==> src/inc/slk_pkg.sv <==
`default_nettype none
package slk_pkg;
  // bus shape
  localparam int ADDR_W  = 8;
  localparam int DATA_W  = 32;
  // sector array shape
  localparam int NUM_SECT = 32;
  localparam int SECT_W   = 5;
  // register byte offsets
  localparam logic [ADDR_W-1:0] OFS_CMD     = 8'h00;
  localparam logic [ADDR_W-1:0] OFS_OPND_LO = 8'h04;
  localparam logic [ADDR_W-1:0] OFS_OPND_HI = 8'h08;
  localparam logic [ADDR_W-1:0] OFS_STATUS  = 8'h0C;
  localparam logic [ADDR_W-1:0] OFS_PBITS   = 8'h10;
  localparam logic [ADDR_W-1:0] OFS_VBITS   = 8'h14;
  localparam logic [ADDR_W-1:0] OFS_UNPROT  = 8'h18;
  localparam logic [ADDR_W-1:0] OFS_PWD_LO  = 8'h1C;
  localparam logic [ADDR_W-1:0] OFS_PWD_HI  = 8'h20;
  localparam logic [ADDR_W-1:0] OFS_RADDR   = 8'h24;
  localparam logic [ADDR_W-1:0] OFS_CONFIG  = 8'h28;
  // command register fields
  localparam int CMD_OP_LSB   = 0;
  localparam int CMD_OP_W     = 4;
  localparam int CMD_SECT_LSB = 8;
  localparam int CMD_VAL_BIT  = 16;
  localparam int CFG_RDPROT_BIT = 0;
  // protection mode field
  localparam int MODE_W = 2;
  localparam logic [MODE_W-1:0] MODE_BLANK   = 2'h3;
  localparam logic [MODE_W-1:0] MODE_PERSIST = 2'h2;
  localparam logic [MODE_W-1:0] MODE_PASSWD  = 2'h1;
  localparam logic [MODE_W-1:0] MODE_ILLEGAL = 2'h0;
  localparam int MODE_PW_BIT = 1;
  // password store
  localparam int PWD_W = 64;
  localparam logic [PWD_W-1:0] PWD_ERASED = 64'hFFFF_FFFF_FFFF_FFFF;
  localparam logic [NUM_SECT-1:0] SECT_ALL_ONES = 32'hFFFF_FFFF;
  // forced read address while read protection is on
  localparam logic [DATA_W-1:0] BOOT_ADDR = 32'h0000_0000;
  // unlock rate limit
  localparam int CLK_PERIOD_PS   = 4000;
  localparam int UNLOCK_WAIT_NS  = 100000;
  localparam int UNLOCK_TOL_NS   = 20000;
  localparam int UNLOCK_WAIT_CYC = UNLOCK_WAIT_NS * 1000 / CLK_PERIOD_PS;
  localparam int CNT_W = 16;
  // commands
  typedef enum logic [CMD_OP_W-1:0] {
    OP_NOP        = 4'h0,
    OP_LOCK_CLR   = 4'h1,
    OP_UNLOCK     = 4'h2,
    OP_PWD_PROG   = 4'h3,
    OP_PWD_READ   = 4'h4,
    OP_PBIT_PROG  = 4'h5,
    OP_PBIT_ERASE = 4'h6,
    OP_VBIT_WR    = 4'h7,
    OP_MODE_PROG  = 4'h8,
    OP_SOFT_RST   = 4'h9,
    OP_CLR_ERR    = 4'hA
  } slk_op_t;
  // sequencer
  typedef enum logic [0:0] {
    ST_IDLE = 1'b0,
    ST_HOLD = 1'b1
  } slk_state_t;
  // status word, busy in bit 0
  typedef struct packed {
    logic [MODE_W-1:0] mode;
    logic              read_prot;
    logic              lock;
    logic              perr;
    logic              busy;
  } slk_status_t;
endpackage
`default_nettype wire

==> src/design/slk_sector_lock.sv <==
// How it works
// - one volatile lock bit; 0 freezes persistent sector bits, 1 frees them
// - lock clear command drops the lock bit to 0
// - persistent mode sets lock to 1 at power-on and hardware reset
// - persistent mode has no command that sets lock back to 1
// - password mode clears lock to 0 at power-on and hardware reset
// - in password mode only a good unlock sets the lock bit
// - software reset leaves the lock bit alone
// - sector unprotected only when persistent and volatile bits are both 1
// - lock at 0 still lets volatile bits change
// - any reset returns every volatile sector bit to 1
// - persistent bits survive hardware and software reset
// - password is 64 bits, every value valid
// - password program only clears bits, no error on 1 over 0
// - password sits apart, erased to all ones, own commands only
// - password mode makes password read and program be ignored
// - wrong password sets error, keeps busy, leaves lock alone
// - unlock accepted at most once per 100 us, busy held meanwhile
// - matching password skips the wait and clears busy at once
// - protection mode bits are one-time programmable, never erased
// - read protection forces read address to the boot sector
// - persistent program or erase with lock 0 fails, bits unchanged
// - mode 10 persistent, 01 password, blank 11 acts as persistent
// - volatile write sets a sector bit to 0 or 1 freely
//
// Chosen here: the address map and strobed register access.
`timescale 1ns/10ps
`default_nettype none
module slk_sector_lock #(
  parameter int unsigned UNLOCK_CYC = slk_pkg::UNLOCK_WAIT_CYC
) (
  // clock, reset, enable
  input  wire logic                           mclk,
  input  wire logic                           arst_n,
  input  wire logic                           clk_en,
  // hardware reset pin, asynchronous
  input  wire logic                           hw_reset_n,
  // register port
  input  wire logic [slk_pkg::ADDR_W-1:0]     reg_addr,
  input  wire logic [slk_pkg::DATA_W-1:0]     reg_wdata,
  input  wire logic                           reg_wr,
  input  wire logic                           reg_rd,
  output logic      [slk_pkg::DATA_W-1:0]     reg_rdata,
  // protection state
  output logic                                lock,
  output logic                                busy,
  output logic      [slk_pkg::NUM_SECT-1:0]   unprot_map
);

  // pin synchroniser
  logic                          hr_meta;
  logic                          hr_sync;
  logic                          hw_rst;

  // sequencer
  slk_pkg::slk_state_t           state;
  logic [slk_pkg::CNT_W-1:0]     wait_cnt;
  logic                          unlock_ok;

  // stored state
  logic                          perr;
  logic                          read_prot;
  logic [slk_pkg::MODE_W-1:0]    mode;
  logic [slk_pkg::PWD_W-1:0]     pwd;
  logic [slk_pkg::PWD_W-1:0]     pwd_rd;
  logic [slk_pkg::PWD_W-1:0]     opnd;
  logic [slk_pkg::NUM_SECT-1:0]  pbits;
  logic [slk_pkg::NUM_SECT-1:0]  vbits;
  logic [slk_pkg::DATA_W-1:0]    raddr;

  // decoded command
  logic                          cmd_go;
  slk_pkg::slk_op_t              op;
  logic [slk_pkg::SECT_W-1:0]    sect;
  logic                          sval;
  logic                          pw_mode;
  logic                          pwd_match;
  logic [slk_pkg::MODE_W-1:0]    mode_new;
  logic                          mode_ok;
  logic                          wr_go;
  logic                          rd_go;
  slk_pkg::slk_status_t          status;

  // hardware reset pin crosses into mclk
  // flops start high, the pin's idle level, so power-on shows no false reset
  always_ff @(posedge mclk or negedge arst_n) begin
    if (!arst_n) begin
      hr_meta <= 1'b1;
      hr_sync <= 1'b1;
    end else if (clk_en) begin
      hr_meta <= hw_reset_n;
      hr_sync <= hr_meta;
    end
  end

  // reset level held while the pin is low
  assign hw_rst = ~hr_sync;

  // bus strobes qualified by the enable
  // with the enable low a strobe is lost, not delayed
  assign wr_go = clk_en & reg_wr;
  assign rd_go = clk_en & reg_rd;

  // commands are refused while busy or in hardware reset
  assign cmd_go = wr_go & (reg_addr == slk_pkg::OFS_CMD) & (state == slk_pkg::ST_IDLE) & ~hw_rst;
  assign op     = slk_pkg::slk_op_t'(reg_wdata[slk_pkg::CMD_OP_LSB +: slk_pkg::CMD_OP_W]);
  assign sect   = reg_wdata[slk_pkg::CMD_SECT_LSB +: slk_pkg::SECT_W];
  assign sval   = reg_wdata[slk_pkg::CMD_VAL_BIT];

  // mode decode
  // blank and persistent both keep the password bit at 1
  assign pw_mode = ~mode[slk_pkg::MODE_PW_BIT];

  // full-width compare
  // all 64 bits in one comparator, no partial match leaks out
  assign pwd_match = (opnd == pwd);

  // one-time mode bits
  // programming can only clear bits, and only from the blank state
  assign mode_new = mode & opnd[slk_pkg::MODE_W-1:0];
  assign mode_ok  = (mode == slk_pkg::MODE_BLANK) && (mode_new != slk_pkg::MODE_ILLEGAL);

  // unlock rate limit
  // a wrong guess parks the sequencer for the full interval
  // the count sits at the nominal interval, well inside the tolerance band
  always_ff @(posedge mclk or negedge arst_n) begin
    if (!arst_n) begin
      state     <= slk_pkg::ST_IDLE;
      wait_cnt  <= '0;
      unlock_ok <= 1'b0;
      busy      <= 1'b0;
    end else if (clk_en) begin
      if (hw_rst) begin
        state     <= slk_pkg::ST_IDLE;
        wait_cnt  <= '0;
        unlock_ok <= 1'b0;
        busy      <= 1'b0;
      end else begin
        unique case (state)
          slk_pkg::ST_IDLE: begin
            if (cmd_go && op == slk_pkg::OP_UNLOCK && pw_mode) begin
              state     <= slk_pkg::ST_HOLD;
              busy      <= 1'b1;
              unlock_ok <= pwd_match;
              wait_cnt  <= pwd_match ? '0 : slk_pkg::CNT_W'(UNLOCK_CYC - 1);
            end
          end
          slk_pkg::ST_HOLD: begin
            if (wait_cnt == '0) begin
              state     <= slk_pkg::ST_IDLE;
              busy      <= 1'b0;
              unlock_ok <= 1'b0;
            end else begin
              wait_cnt <= wait_cnt - 1'b1;
            end
          end
        endcase
      end
    end
  end

  // lock bit, volatile; fresh power-up lands in blank mode
  // pin reset is checked first, so it beats an unlock ending in that cycle
  always_ff @(posedge mclk or negedge arst_n) begin
    if (!arst_n) begin
      lock <= 1'b1;
    end else if (clk_en) begin
      if (hw_rst) begin
        lock <= ~pw_mode;
      end else if (state == slk_pkg::ST_HOLD && wait_cnt == '0 && unlock_ok) begin
        lock <= 1'b1;
      end else if (cmd_go && op == slk_pkg::OP_LOCK_CLR) begin
        lock <= 1'b0;
      end
    end
  end

  // program error flag, sticky until cleared
  // soft reset leaves it; only the clear command, the pin reset or power-on drops it
  always_ff @(posedge mclk or negedge arst_n) begin
    if (!arst_n) begin
      perr <= 1'b0;
    end else if (clk_en) begin
      if (hw_rst) begin
        perr <= 1'b0;
      end else if (cmd_go) begin
        unique case (op)
          slk_pkg::OP_UNLOCK: begin
            if (pw_mode && !pwd_match) begin
              perr <= 1'b1;
            end
          end
          slk_pkg::OP_PBIT_PROG,
          slk_pkg::OP_PBIT_ERASE: begin
            if (!lock) begin
              perr <= 1'b1;
            end
          end
          slk_pkg::OP_MODE_PROG: begin
            if (!mode_ok) begin
              perr <= 1'b1;
            end
          end
          // nothing can set the flag in this same cycle
          slk_pkg::OP_CLR_ERR: begin
            perr <= 1'b0;
          end
          default: begin
            perr <= perr;
          end
        endcase
      end
    end
  end

  // non-volatile store
  // only power-on restores factory state; other resets leave it
  // flops stand in for the array, so power-on here means factory state
  always_ff @(posedge mclk or negedge arst_n) begin
    if (!arst_n) begin
      pbits <= slk_pkg::SECT_ALL_ONES;
      mode  <= slk_pkg::MODE_BLANK;
      pwd   <= slk_pkg::PWD_ERASED;
    end else if (clk_en && cmd_go) begin
      if (op == slk_pkg::OP_PBIT_PROG && lock) begin
        pbits[sect] <= 1'b0;
      end
      if (op == slk_pkg::OP_PBIT_ERASE && lock) begin
        pbits <= slk_pkg::SECT_ALL_ONES;
      end
      if (op == slk_pkg::OP_MODE_PROG && mode_ok) begin
        mode <= mode_new;
      end
      if (op == slk_pkg::OP_PWD_PROG && !pw_mode) begin
        pwd <= pwd & opnd;
      end
    end
  end

  // snapshot taken by the read command, so later programs stay hidden
  // password read path
  // read silently ignored in password mode
  always_ff @(posedge mclk or negedge arst_n) begin
    if (!arst_n) begin
      pwd_rd <= '0;
    end else if (clk_en && cmd_go && op == slk_pkg::OP_PWD_READ && !pw_mode) begin
      pwd_rd <= pwd;
    end
  end

  // volatile sector bits
  // the only state that a soft reset touches
  always_ff @(posedge mclk or negedge arst_n) begin
    if (!arst_n) begin
      vbits <= slk_pkg::SECT_ALL_ONES;
    end else if (clk_en) begin
      if (hw_rst || (cmd_go && op == slk_pkg::OP_SOFT_RST)) begin
        vbits <= slk_pkg::SECT_ALL_ONES;
      end else if (cmd_go && op == slk_pkg::OP_VBIT_WR) begin
        vbits[sect] <= sval;
      end
    end
  end

  // operand, config and read address registers
  always_ff @(posedge mclk or negedge arst_n) begin
    if (!arst_n) begin
      opnd      <= '0;
      read_prot <= 1'b0;
      raddr     <= '0;
    end else if (wr_go) begin
      if (reg_addr == slk_pkg::OFS_OPND_LO) begin
        opnd[slk_pkg::DATA_W-1:0] <= reg_wdata;
      end
      if (reg_addr == slk_pkg::OFS_OPND_HI) begin
        opnd[slk_pkg::PWD_W-1:slk_pkg::DATA_W] <= reg_wdata;
      end
      if (reg_addr == slk_pkg::OFS_CONFIG) begin
        read_prot <= reg_wdata[slk_pkg::CFG_RDPROT_BIT];
      end
      if (reg_addr == slk_pkg::OFS_RADDR) begin
        raddr <= reg_wdata;
      end
    end
  end

  // status word for the bus
  // fields above the mode read as zero
  always_comb begin
    status           = '0;
    status.mode      = mode;
    status.read_prot = read_prot;
    status.lock      = lock;
    status.perr      = perr;
    status.busy      = busy;
  end

  // sector unprotected map
  // registered so the output comes from a flop, one cycle behind
  always_ff @(posedge mclk or negedge arst_n) begin
    if (!arst_n) begin
      unprot_map <= slk_pkg::SECT_ALL_ONES;
    end else if (clk_en) begin
      unprot_map <= pbits & vbits;
    end
  end

  // read data valid one cycle after the strobe, zero otherwise
  // an idle port reads zero while the enable is high; with the enable low the last read data is held
  always_ff @(posedge mclk or negedge arst_n) begin
    if (!arst_n) begin
      reg_rdata <= '0;
    end else if (clk_en) begin
      reg_rdata <= '0;
      if (rd_go) begin
        unique case (reg_addr)
          slk_pkg::OFS_STATUS: begin
            reg_rdata <= slk_pkg::DATA_W'(status);
          end
          slk_pkg::OFS_PBITS: begin
            reg_rdata <= pbits;
          end
          slk_pkg::OFS_VBITS: begin
            reg_rdata <= vbits;
          end
          slk_pkg::OFS_UNPROT: begin
            reg_rdata <= pbits & vbits;
          end
          slk_pkg::OFS_PWD_LO: begin
            reg_rdata <= pwd_rd[slk_pkg::DATA_W-1:0];
          end
          slk_pkg::OFS_PWD_HI: begin
            reg_rdata <= pwd_rd[slk_pkg::PWD_W-1:slk_pkg::DATA_W];
          end
          slk_pkg::OFS_CONFIG: begin
            reg_rdata <= slk_pkg::DATA_W'(read_prot);
          end
          slk_pkg::OFS_RADDR: begin
            reg_rdata <= read_prot ? slk_pkg::BOOT_ADDR : raddr;
          end
          default: begin
            // write-only and unmapped offsets read zero
            reg_rdata <= '0;
          end
        endcase
      end
    end
  end

endmodule // slk_sector_lock
`default_nettype wire

==> config.mk <==
export PLATFORM = sky130hd
export DESIGN_NAME = slk_sector_lock
export DESIGN_NICKNAME = d
export VERILOG_FILES = /design/src/inc/slk_pkg.sv /design/src/design/slk_sector_lock.sv
export SDC_FILE = /design/constraint.sdc
export NUM_CORES = 1
export LEC_CHECK = 0
export BUFFER_PORTS_ARGS = -buffer_cell sky130_fd_sc_hd__buf_2
export CORE_MARGIN = 2
export CORE_UTILIZATION = 50
export CTS_CLUSTER_DIAMETER = 60
export DETAILED_ROUTE_END_ITERATION = 8
export HOLD_SLACK_MARGIN = 0.05
export PLACE_DENSITY = 0.68
export SLEW_MARGIN = 40
export SYNTH_ARGS = -nofsm -noshare
export SYNTH_HDL_FRONTEND = slang
export SYNTH_SLANG_ARGS = --single-unit
==> constraint.sdc <==
create_clock -name mclk -period 8.8 [get_ports mclk]
set_input_delay 2.2 -clock mclk [delete_from_list [all_inputs] [get_ports mclk]]
set_output_delay 2.2 -clock mclk [all_outputs]
set_load 0.05 [all_outputs]
==> results.yml <==
status:
  outcome: "finished, final reports clean"
critical_path:
  critPathRequiredTime_ns: 9.24
  crit_type: "in -> reg"
  worstPathMaxFanout: 52
  cpPeakStageDelay_ns: 0.65
  crit_chain: "buf_2 -> or4_4 -> nor4_4 -> and2_1 -> nand2_1 -> or4_4 -> buf_6 -> mux2_1"
  critical_path_arrival_ns: 5.26
  worst-path-buf-inv: 2
  crit_path_top_delay_cell: "or4_4"
  cp-end-kind: "flop"
  crit_top_cell: "or4_4"
  start_kind: "input pin"
  crit_family: "simple AND/OR/NAND/NOR gates"
global_routing:
  track_usage: 0.250
  antenna_found_initial: 4
  grt_overflow: 0
  grt_pass1_wl_um: 70700
  grt_pass1_vias: 12000
  grt_max_degree: 162
sta:
  skew_ns: 0.0265
  hold_viol: 0
  report.final.slew_viol_count: 0
  relSlewSlack: 0.521
  whs_ns: 0.463
  period_needed_ns: 4.82
  tns_ns: 0
  finalCritPeriodShare: 0.548
  final-setup-viol-count: 0
  grt_setup_unrepaired: "false"
  max_freq_mhz: 207
  tightest_slew_ns: 0.719
cells_and_area:
  area_growth_pct: 13.2
  layout-drive-gt1-share: 0.376
  antennaDiodeCount: 0
  fin_nets: 1620
logic_synthesis:
  synth-async-reset-ratio: 1.00
  syn_avg_cell_area_sq_um: 12.3
  yosys.area.top_type_share: 0.304
  synth_edf_count: 0
  syn-num-nets: 1540
  syn_inst: 1428
  post-synth-top-count-cell: "dfrtp_1"
  synth_ff_type: "dfrtp_1"
  synth.area.top_cells: "dfrtp_1 (30%), dfstp_2 (25%), mux2_2 (9.1%), mux2_4 (5.1%), ha_1 (4.7%)"
  ys_ff_latch: 378
  ys_warn_count: 0
  synth_commonest_cells: "dfrtp_1 (213), dfstp_2 (165), mux2_2 (141)"
  netlist_area_sq_um: 17500
  yosysSeqAreaShare: 0.551
  ys_types: 59
  yosys.area.top_type: "dfrtp_1"
drt:
  dr.pass1.iters: 5
  postRouteAntennaNets: 0
  viasPerCell: 6.07
  drc: 0
  drt-total-wl_um: 44700
  drt_iter0_markers: 997
  wl_per_cell_um: 22.4
  vias: 12100
clock_tree:
  path_clk_slew_ns: 0.06
  cts_tree: "yes"
  cts_buffers: 41
  cts-htree-levels: 2
  cts_setup_buffers: 0
  cts_resized: 0
  cts.path.max_buffers: 3
  clk_latency_ns: 0.54
  root_buffer: "clkbuf_16"
  clock_sinks: 378
  cts_hold_buf: 0
die:
  rows: 68
  die_area_sq_um: 36600
  die_x_um: 191
  floorplan.io_pins: 112
  start_util: 0.508
  coreArea_sq_um: 34500
  die_h_um: 191
placement:
  dp_hpwl_um: 29800
  place_congestion: 0.874
  port-buffer-count: 111
hold_path:
  min_path_type: "reg -> reg"
power:
  vdd_ir_drop_max_mv: 0.128
  p_per_area_nw_per_um2: 190
  leakagePower_nw: 9.28
flow_run:
  cap_violations: 0
-- registers in the layout, indices dropped and copies added, names as in the netlist, 2 cells and up --
signal      count
pbits          32
opnd           64
raddr          32
reg_rdata      32
pwd            64
vbits          32
wait_cnt       16
mode            2
unprot_map     32
pwd_rd         64
-- layout make-up --
class	instances	area (sq um)
Tap cell	455	569
Fill cell	2886	14700
Sequential cell	378	9670
Clock buffer	65	1250
Clock inverter	10	96.3
Timing Repair Buffer	132	767
Multi-Input combinational cell	910	7340
Inverter	45	169
-- power by group --
| group | internal, mW | leakage, nW | switching, mW |
|---|---|---|---|
| clock | 1.01 | 0.659 | 0.688 |
| sequential | 1.79 | 4.66 | 0.0411 |
| combinational | 0.0810 | 3.96 | 0.169 |
-- worst reg2reg max path: stages (launching register included) --
cell and delay (ns):
dfrtp_1 0.63, or4_1 0.67, nor4_4 0.25, and2_1 0.38, nand2_1 0.13, or4_4 0.65
buf_6 0.36, mux2_1 0.45
-- metrics by stage --
step | std cells | setup WS (ns) | util | area (sq um) | power [mW]
floorplan | 1428 | 4.13 | - | 17500 | 1.99
global placement | 1919 | 3.36 | 0.534 | 18500 | 2.09
detailed placement | 1919 | 3.48 | 0.535 | 18500 | 2.10
CTS | 1994 | 4.02 | 0.574 | 19800 | 3.80
global route | 1995 | 3.83 | 0.575 | 19900 | 3.92
finish | 1995 | 3.98 | 0.575 | 19900 | 3.77
-- metal layers --
metal / part of all wire / vias up / GRT usage
li1: - / 5439 / -
met1: 0.46 / 6172 / 0.371
met2: 0.45 / 419 / 0.385
met3: 0.066 / 76 / 0.0413
met4: 0.019 / 8 / 0.0580
met5: 0.0011 / - / 0
-- logic make-up after synthesis --
logic type               Yosys count  synth area share
buffers and inverters            140            0.0337
XOR/XNOR                           8           0.00400
multiplexers                     233             0.162
AO/OA/AOI/OAI                    327             0.122
flip-flops                       378             0.551
adder cells (fa/ha/maj)           66            0.0471
AND/OR/NAND/NOR                  276            0.0796
-- final timing paths --
kind	slack [ns]	cells after the start	start	end
min	0.46	2	unprot_map[17]	unprot_map[17]
max reg2reg	5.20	7	state	pwd[1]
min in group asynchronous	1.64	1	arst_n	wait_cnt[11]
max	3.98	8	reg_addr[4]	pwd[1]
min reg2reg	0.46	2	unprot_map[17]	unprot_map[17]
max in group asynchronous	5.90	3	arst_n	pbits[28]
-- cells in the final DEF (no fill, tap or decap), drive strengths merged, types with 32 or more instances in the layout --
| cell type | count |
|---|---|
| mux2 | 228 |
| dfrtp | 213 |
| dfstp | 165 |
| buf | 132 |
| o21ai | 115 |
| ha | 66 |
| clkbuf | 65 |
| nand2 | 64 |
| nor2 | 60 |
| a21oi | 59 |
| a22oi | 56 |
| nand3 | 51 |
| inv | 46 |
| o311ai | 32 |
Note: power is estimated with default switching activity, not from simulation.
